--- src/wsr_map.svh ---
//------------------------------------------------------------
// Overview of operation
//------------------------------------------------------------
`ifndef WSR_MAP_SVH
`define WSR_MAP_SVH

//------------------------------------------------------------
// Register offsets
//------------------------------------------------------------
`define WSR_ADDR_CONFIG      4'h0
`define WSR_ADDR_STATUS      4'h1
`define WSR_ADDR_PORT        4'h2
`define WSR_ADDR_CMD         4'h3

//------------------------------------------------------------
// Field positions and reset values
//------------------------------------------------------------
`define WSR_CONFIG_RESET     8'hff
`define WSR_ST_PINWAKE       7
`define WSR_ST_TIMEOUT       4
`define WSR_ST_POWERDOWN     3
`define WSR_ST_CORERESET     1
`define WSR_ST_SLEEP         0
`define WSR_CMD_CLEAR        0
`define WSR_CMD_SLEEP        1
`define WSR_PINS_RESET       4'h0

//------------------------------------------------------------
// Timing
//------------------------------------------------------------
`define WSR_CLK_PERIOD_NS    25
`define WSR_T_DRT_LONG_US    18000
`define WSR_T_DRT_SHORT_NS   10000
`define WSR_T_WATCHDOG_US    18000
`define WSR_DRT_SHORT_CYC    (`WSR_T_DRT_SHORT_NS / `WSR_CLK_PERIOD_NS)
`define WSR_DRT_LONG_CYC     (`WSR_T_DRT_LONG_US * 1000 / `WSR_CLK_PERIOD_NS)
`define WSR_WATCHDOG_CYC     (`WSR_T_WATCHDOG_US * 1000 / `WSR_CLK_PERIOD_NS)
`define WSR_CNT_W            20

`endif

--- src/wsr_pkg.sv ---
package wsr_pkg;

  typedef enum logic [2:0] {
    OSC_INTERNAL,
    OSC_EXT_RC,
    OSC_HIGH_SPEED,
    OSC_STANDARD,
    OSC_LOW_POWER,
    OSC_EXT_CLOCK
  } wsr_osc_e;

  typedef enum logic [1:0] {
    ST_HOLD,
    ST_DELAY,
    ST_RUN,
    ST_SLEEP
  } wsr_state_e;

  typedef struct packed {
    logic       wakeChangeDisable;
    logic       pullupDisable;
    logic       timerClockSource;
    logic       timerEdgeSelect;
    logic       prescalerAssign;
    logic [2:0] prescaleSelect;
  } wsr_config_s;

  typedef struct packed {
    logic pinWakeFlag;
    logic timeoutFlagN;
    logic powerdownFlagN;
  } wsr_flags_s;

endpackage

--- src/wsr_ctrl.sv ---
// Implementation choices: the address map and the strobed register port.
`timescale 1ns/1ps
`include "wsr_map.svh"

module wsr_ctrl
  import wsr_pkg::*;
#(
  parameter int DRT_LONG_CYC = `WSR_DRT_LONG_CYC,
  parameter int WATCHDOG_CYC = `WSR_WATCHDOG_CYC
) (
  input  wire logic       mclk,
  input  wire logic       sys_rst,
  input  wire logic [3:0] regAddr,
  input  wire logic [7:0] regWdata,
  input  wire logic       regWr,
  input  wire logic       regRd,
  output logic      [7:0] regRdata,
  input  wire logic       extResetPinN,
  input  wire logic       extResetEnable,
  input  wire logic       watchdogEnableFuse,
  input  wire wsr_osc_e   oscMode,
  input  wire logic [3:0] wakePins,
  output logic            coreReset,
  output logic            oscEnable,
  output logic            portHold,
  output logic            extResetOut,
  output logic            extResetOe,
  output wsr_flags_s      flags,
  output wsr_config_s     optionCfg
);

  //------------------------------------------------------------
  // Input synchronisers
  //------------------------------------------------------------
  logic [4:0] syncA;
  logic [4:0] syncB;
  logic [4:0] syncC;
  logic [4:0] syncF;

  always_ff @(posedge mclk or posedge sys_rst) begin
    if (sys_rst) begin
      syncA <= {1'b1, `WSR_PINS_RESET};
      syncB <= {1'b1, `WSR_PINS_RESET};
      syncC <= {1'b1, `WSR_PINS_RESET};
      syncF <= {1'b1, `WSR_PINS_RESET};
    end else begin
      syncA <= {extResetPinN, wakePins};
      syncB <= syncA;
      syncC <= syncB;
      syncF <= (syncB & syncC) | (syncF & (syncB ^ syncC));
    end
  end

  logic       resetPinLow;
  logic [3:0] pinsNow;

  assign resetPinLow = extResetEnable & ~syncF[4];
  assign pinsNow     = syncF[3:0];

  //------------------------------------------------------------
  // Commands and events
  //------------------------------------------------------------
  wsr_state_e state;
  logic       live;
  logic       clearCmd;
  logic       sleepCmd;
  logic       portOp;
  logic [3:0] portLatch;
  logic       watchdogTimeout;
  logic       extResetEvt;
  logic       pinWakeEvt;
  logic       deviceReset;

  // Core is live while running or sleeping
  always_comb begin
    live = 1'b0;
    unique case (state)
      ST_HOLD:  live = 1'b0;
      ST_DELAY: live = 1'b0;
      ST_RUN:   live = 1'b1;
      ST_SLEEP: live = 1'b1;
    endcase
  end

  // Command writes act only while running
  always_comb begin
    clearCmd = 1'b0;
    sleepCmd = 1'b0;
    if (regWr && regAddr == `WSR_ADDR_CMD && state == ST_RUN) begin
      clearCmd = regWdata[`WSR_CMD_CLEAR];
      sleepCmd = regWdata[`WSR_CMD_SLEEP];
    end
  end

  // Any port access refreshes the wake reference
  always_comb begin
    portOp = 1'b0;
    if (regAddr == `WSR_ADDR_PORT) begin
      portOp = regWr || regRd;
    end
  end

  assign extResetEvt = resetPinLow && state != ST_HOLD;
  assign pinWakeEvt  = state == ST_SLEEP && !optionCfg.wakeChangeDisable
                       && (pinsNow != portLatch);
  assign deviceReset = extResetEvt || watchdogTimeout || pinWakeEvt;

  //------------------------------------------------------------
  // Configuration register
  //------------------------------------------------------------
  wsr_config_s optionNext;

  always_comb begin
    optionNext = optionCfg;
    if (deviceReset || state == ST_HOLD) begin
      optionNext = wsr_config_s'(`WSR_CONFIG_RESET);
    end else if (regWr && regAddr == `WSR_ADDR_CONFIG) begin
      optionNext = wsr_config_s'(regWdata);
    end
  end

  always_ff @(posedge mclk or posedge sys_rst) begin
    if (sys_rst) begin
      optionCfg <= wsr_config_s'(`WSR_CONFIG_RESET);
    end else begin
      optionCfg <= optionNext;
    end
  end

  //------------------------------------------------------------
  // Port latch for wake-on-change
  //------------------------------------------------------------
  always_ff @(posedge mclk or posedge sys_rst) begin
    if (sys_rst) begin
      portLatch <= `WSR_PINS_RESET;
    end else if (portOp) begin
      portLatch <= pinsNow;
    end
  end

  //------------------------------------------------------------
  // Watchdog counter and prescaler
  //------------------------------------------------------------
  logic [`WSR_CNT_W-1:0] watchdogCnt;
  logic [7:0]            prescaleCnt;
  logic [7:0]            prescaleLast;
  logic                  watchdogTick;
  logic                  watchdogClear;
  logic                  watchdogRun;

  assign prescaleLast  = 8'((9'h001 << optionCfg.prescaleSelect) - 9'h001);
  assign watchdogRun   = watchdogEnableFuse && live;
  assign watchdogTick  = watchdogCnt == `WSR_CNT_W'(WATCHDOG_CYC - 1);
  assign watchdogTimeout = watchdogRun && watchdogTick
                           && (!optionCfg.prescalerAssign || prescaleCnt == prescaleLast);
  assign watchdogClear = clearCmd || sleepCmd || !watchdogRun || deviceReset;

  always_ff @(posedge mclk or posedge sys_rst) begin
    if (sys_rst) begin
      watchdogCnt <= '0;
    end else if (watchdogClear || watchdogTick) begin
      watchdogCnt <= '0;
    end else begin
      watchdogCnt <= watchdogCnt + `WSR_CNT_W'(1);
    end
  end

  always_ff @(posedge mclk or posedge sys_rst) begin
    if (sys_rst) begin
      prescaleCnt <= 8'h00;
    end else if (watchdogClear) begin
      prescaleCnt <= 8'h00;
    end else if (watchdogTick && optionCfg.prescalerAssign) begin
      prescaleCnt <= (prescaleCnt == prescaleLast) ? 8'h00 : prescaleCnt + 8'h01;
    end
  end

  //------------------------------------------------------------
  // Start-up delay timer and sequencing
  //------------------------------------------------------------
  logic [`WSR_CNT_W-1:0] delayCnt;
  logic [`WSR_CNT_W-1:0] delayLoad;
  logic                  powerOnPend;
  logic                  crystalMode;

  assign crystalMode = oscMode == OSC_HIGH_SPEED || oscMode == OSC_STANDARD
                       || oscMode == OSC_LOW_POWER;
  assign delayLoad   = (powerOnPend || crystalMode)
                       ? `WSR_CNT_W'(DRT_LONG_CYC - 1)
                       : `WSR_CNT_W'(`WSR_DRT_SHORT_CYC - 1);

  always_ff @(posedge mclk or posedge sys_rst) begin
    if (sys_rst) begin
      state <= ST_HOLD;
    end else if (extResetEvt) begin
      state <= ST_HOLD;
    end else if (watchdogTimeout || pinWakeEvt) begin
      state <= ST_DELAY;
    end else begin
      unique case (state)
        ST_HOLD:  if (!resetPinLow) state <= ST_DELAY;
        ST_DELAY: if (delayCnt == '0) state <= ST_RUN;
        ST_RUN:   if (sleepCmd) state <= ST_SLEEP;
        ST_SLEEP: state <= ST_SLEEP;
      endcase
    end
  end

  always_ff @(posedge mclk or posedge sys_rst) begin
    if (sys_rst) begin
      delayCnt <= '0;
    end else if (state != ST_DELAY || deviceReset) begin
      delayCnt <= delayLoad;
    end else if (delayCnt != '0) begin
      delayCnt <= delayCnt - `WSR_CNT_W'(1);
    end
  end

  always_ff @(posedge mclk or posedge sys_rst) begin
    if (sys_rst) begin
      powerOnPend <= 1'b1;
    end else if (state == ST_DELAY && delayCnt == '0) begin
      powerOnPend <= 1'b0;
    end
  end

  //------------------------------------------------------------
  // Reset-cause flags
  //------------------------------------------------------------
  wsr_flags_s flagsNext;

  // Event priority: pin reset, watchdog, pin wake, sleep
  always_comb begin
    flagsNext = flags;
    if (extResetEvt) begin
      flagsNext.pinWakeFlag = 1'b0;
      if (state == ST_SLEEP) begin
        flagsNext.timeoutFlagN   = 1'b1;
        flagsNext.powerdownFlagN = 1'b0;
      end
    end else if (watchdogTimeout) begin
      flagsNext.pinWakeFlag  = 1'b0;
      flagsNext.timeoutFlagN = 1'b0;
      if (state == ST_SLEEP) begin
        flagsNext.powerdownFlagN = 1'b0;
      end
    end else if (pinWakeEvt) begin
      flagsNext.pinWakeFlag    = 1'b1;
      flagsNext.timeoutFlagN   = 1'b1;
      flagsNext.powerdownFlagN = 1'b0;
    end else if (sleepCmd) begin
      flagsNext.timeoutFlagN   = 1'b1;
      flagsNext.powerdownFlagN = 1'b0;
    end
  end

  always_ff @(posedge mclk or posedge sys_rst) begin
    if (sys_rst) begin
      flags <= '{pinWakeFlag: 1'b0, timeoutFlagN: 1'b1, powerdownFlagN: 1'b1};
    end else begin
      flags <= flagsNext;
    end
  end

  //------------------------------------------------------------
  // Read port
  //------------------------------------------------------------
  logic [7:0] statusWord;

  always_comb begin
    statusWord = 8'h00;
    statusWord[`WSR_ST_PINWAKE]   = flags.pinWakeFlag;
    statusWord[`WSR_ST_TIMEOUT]   = flags.timeoutFlagN;
    statusWord[`WSR_ST_POWERDOWN] = flags.powerdownFlagN;
    statusWord[`WSR_ST_CORERESET] = !live;
    statusWord[`WSR_ST_SLEEP]     = state == ST_SLEEP;
  end

  always_ff @(posedge mclk or posedge sys_rst) begin
    if (sys_rst) begin
      regRdata <= 8'h00;
    end else if (regRd) begin
      unique case (regAddr)
        `WSR_ADDR_STATUS: regRdata <= statusWord;
        `WSR_ADDR_PORT:   regRdata <= {4'h0, pinsNow};
        default:          regRdata <= 8'h00;
      endcase
    end else begin
      regRdata <= 8'h00;
    end
  end

  //------------------------------------------------------------
  // Core and pin control
  //------------------------------------------------------------
  logic sleeping;

  // Asleep from the sleep command until a wake event
  assign sleeping = (state == ST_SLEEP && !deviceReset) || sleepCmd;

  always_ff @(posedge mclk or posedge sys_rst) begin
    if (sys_rst) begin
      coreReset <= 1'b1;
    end else begin
      coreReset <= !live || deviceReset;
    end
  end

  always_ff @(posedge mclk or posedge sys_rst) begin
    if (sys_rst) begin
      oscEnable <= 1'b1;
      portHold  <= 1'b0;
    end else begin
      oscEnable <= !sleeping;
      portHold  <= sleeping;
    end
  end

  assign extResetOut = 1'b0;
  assign extResetOe  = 1'b0;

endmodule // wsr_ctrl

--- config.mk ---
export PLATFORM = sky130hd
export DESIGN_NAME = wsr_ctrl
export DESIGN_NICKNAME = d
export VERILOG_FILES = /design/src/wsr_pkg.sv /design/src/wsr_ctrl.sv
export VERILOG_INCLUDE_DIRS = /design/src
export SDC_FILE = /design/constraint.sdc
export NUM_CORES = 1
export LEC_CHECK = 0
export ABC_AREA = 1
export BUFFER_PORTS_ARGS = -buffer_cell sky130_fd_sc_hd__buf_2
export CAP_MARGIN = 20
export CORE_MARGIN = 1.5
export CORE_UTILIZATION = 30
export CTS_BUF_LIST = sky130_fd_sc_hd__clkbuf_16
export DETAILED_ROUTE_END_ITERATION = 6
export GPL_TIMING_DRIVEN = 0
export SETUP_SLACK_MARGIN = 0.05
export SYNTH_ARGS = -nofsm -noshare
export SYNTH_HDL_FRONTEND = slang
export SYNTH_SLANG_ARGS = --single-unit
--- constraint.sdc ---
create_clock -name mclk -period 3.1 [get_ports mclk]
set_input_delay 0.31 -clock mclk [delete_from_list [all_inputs] [get_ports mclk]]
set_output_delay 0.31 -clock mclk [all_outputs]
set_load 0.03 [all_outputs]
==> key figures <==
Run status
  • Outcome: finished clean

Worst setup path
  • WP buf/inv: 2
  • Setup CP Type: reg -> reg
  • Worst Setup End Kind: flip-flop
  • CP Launch Type: flip-flop
  • Worst EP arrival: 2.39 ns
  • CP max-delay cell: dfrtp_1
  • CP delay by family, top: simple AND/OR/NAND/NOR gates
  • Req. time, crit path: around 3.3 ns
  • Top cell by count, worst path: inv_1
  • Worst-path maximum fanout: 6
  • CP peak stage delay: ~0.41 ns
  • CP Cell Sequence: inv_1 -> ha_1 -> inv_1 -> nor2_2 -> nand4_2 -> nor3_2 -> nand3_2 -> nor2_1 -> a22oi_1

Yosys
  • Syn Inst Count: between 500 and 600
  • Syn Area/Cell: just under 9 µm²
  • Number of flops mapped to enable cells by yosys: 0
  • Area leader, netlist: dfrtp_1
  • Top FF cell, synth: dfrtp_1
  • Yosys Warn Count: 0
  • FFs w/ async S/R, synth: 100%
  • Unique masters post-synth: 43
  • Top cells by area, synth: dfrtp_1 38%, dfstp_2 8.8%, nand2_1 7.3%, inv_1 5.5%, nand3_1 4.6%
  • Seq/Total Area, Yosys: 47.2%
  • Synthesized flop and latch total: 95
  • Post-Syn Area: ~5100 µm²
  • Synth top area share: a little under two fifths

Global routing
  • Grt total ovfl: 0
  • First-pass GRT wire length: roughly 18,000 µm
  • Vias in the first global route: around 3,700
  • Largest net degree at the start of global routing: between 50 and 60
  • GRT Util Overall: approximately an eighth
  • Initial antenna violation count: 0

Timing
  • Peak Freq: between 400 and 500 MHz
  • Final Slew Violations: 0
  • Relative slew slack: between 60% and 70%
  • Endpoints failing setup: 0
  • Tightest Pin Transition: approximately 0.57 ns
  • Max Clock Skew: between 0.01 and 0.015 ns
  • Setup TNS: 0 ns
  • Period utilization: between 70% and 80%
  • Min Hold Slack: between 0.02 and 0.03 ns
  • Fin. Hold Viols: 0
  • Fin crit period: between 2 and 2.5 ns
  • RSZ-0062 raised after global routing: no

Placed design
  • IO Port Bufs: between 40 and 50
  • Post-DP HPWL: around 8100 µm
  • GPL Wtd Cong: roughly 0.83

Floorplanning
  • Initial Util: a little under a third
  • CORE AREA: ~17,000 µm²
  • DIE HEIGHT: between 100 and 150 µm
  • IO Pins: 50
  • DIE AREA: 17,700 µm²
  • Die X: roughly 130 µm
  • Standard-cell rows: 47

Routing
  • # DRC: 0
  • Via count: around 3,800
  • Routed Antenna Nets: 0
  • DRT iter0 DRCs: roughly 200
  • Drt total wl: about 11,000 µm
  • Drt pass-1 iters: 4
  • WL/cell: between 10 and 15 µm
  • Via-to-Cell Ratio: 4.49

Clocking
  • Latest clock arrival within the worst-skew pair: approximately 0.35 ns
  • CTS root buf: clkbuf_16
  • Clk slew on worst S/H paths: 0.07 ns
  • H-tree depth: 3
  • Clock tree sinks: 95
  • Setup bufs post-CTS: 0
  • Total CTS buffers: 9
  • CTS resizes: 0
  • Max clock buf depth: 2
  • CTS tree: yes
  • Number of hold buffers added after cts: 0

Cells and area
  • Synthesis-to-layout area growth: 16.6%
  • Filler cells: 1,758
  • Fraction of layout cells with a size suffix above 1: 24.1%
  • Antenna diodes: 0
  • Final nets: between 600 and 700

Power and ir drop
  • Leakage power: approximately 2.8 nW
  • Max IR drop VDD: roughly 0.00035 V
  • Pwr Density: approximately 610 nW/µm²
  • PnR Total Power: 0.00362 W

Min path
  • Class of the worst hold path: in -> async

Run
  • Max Cap Violations: 0
-- layout make-up --
type / count / area (µm²) / share of cell area (%)
inverter: 80 / 303 / 5.11
sequential: 95 / 2400 / 40.4
clock buffer: 9 / 225 / 3.80
clock inverter: 7 / 77.6 / 1.31
multi-input combinational: 384 / 2280 / 38.4
buffer: 14 / 121 / 2.05
tap: 220 / 275 / 4.64
timing repair buffer: 46 / 253 / 4.26
-- power breakdown --
part	internal [W]	switching, W
sequential	0.00142	0.000127
clock	0.000636	0.000503
combinational	0.000310	0.000619
-- synth_stat cells, types with 2 or more instances --
master,instances
nand2_1,99
dfrtp_1,78
inv_1,75
nand3_1,47
nor2_1,47
nor3_2,23
xor2_1,20
o21ai_0,18
dfstp_2,17
xnor2_1,17
nand4_1,16
nor3_1,14
a21oi_1,12
nand3_2,9
ha_1,8
nor2_2,8
buf_4,7
nand2_2,7
nor4_1,6
a21o_1,5
inv_2,5
buf_6,4
nor2_4,3
o22ai_1,3
mux2i_1,2
nor2_8,2
o211ai_1,2
-- metrics by stage --
step / instance area, µm² / util [%] / instances / worst slack [ns]
after CTS: 5930 / 35.8 / 855 / 0.924
after global routing: 5930 / 35.8 / 855 / 0.716
final: 5930 / 35.8 / 855 / 0.914
after global placement: 5600 / 33.8 / 838 / -0.926
after detailed placement: 5630 / 33.9 / 839 / 0.953
after floorplan: 5100 / - / 573 / 0.341
-- routing by layer --
layer	track usage [%]	vias up	share of wire (%)
li1	-	1959	-
met1	16.9	1794	46
met2	21.0	76	48
met3	3.39	12	4.4
met4	3.86	0	1.4
met5	0	-	0
-- worst reg2reg max path, cell delays in order (launching register included) --
cell and delay [ns]:
dfrtp_1 0.41, inv_1 0.07, ha_1 0.22, inv_1 0.07, nor2_2 0.17, nand4_2 0.19, nor3_2 0.21, nand3_2 0.18
nor2_1 0.37, a22oi_1 0.15
-- logic make-up after synthesis --
family	share of synthesized area, %
AOI/OAI and AO/OA	5.17
adders and majority gates	1.97
muxes	0.394
buffers and inverters	8.29
xor gates and xnor gates	6.37
DFF	47.2
and+or+nand+nor	30.6
other	0.0737
-- sequential cells by signal, summed over array words and instances, names as in the netlist --
signal       cells
powerOnPend      1
watchdogCnt     20
coreReset        1
portHold         1
syncB            5
delayCnt        20
state            2
portLatch        4
optionCfg        8
syncF            5
syncC            5
regRdata         6
oscEnable        1
flags            3
syncA            5
prescaleCnt      8
-- path summary, 6_finish.rpt --
kind	startpoint	endpoint	slack (ns)	cells after the start
min reg2reg	syncA[2]	syncB[2]	0.35	0
max	delayCnt[0]	delayCnt[1]	0.91	9
min	sys_rst	syncF[1]	0.03	2
min in group mclk	extResetPinN	syncA[4]	0.06	1
max reg2reg	delayCnt[0]	delayCnt[1]	0.91	9
max in group asynchronous	sys_rst	oscEnable	2.34	3
-- cell usage in the layout, fill, tap and decap left out, types with 12 or more instances in the layout --
master	n
nand4_1	16
inv_1	75
xnor2_1	17
o21ai_0	18
nand2_1	99
xor2_1	20
nor3_1	14
nor3_2	23
nand3_1	47
dfstp_2	17
buf_2	46
a21oi_1	12
nor2_1	47
dfrtp_1	78
Note: power is estimated with default switching activity, not from simulation.
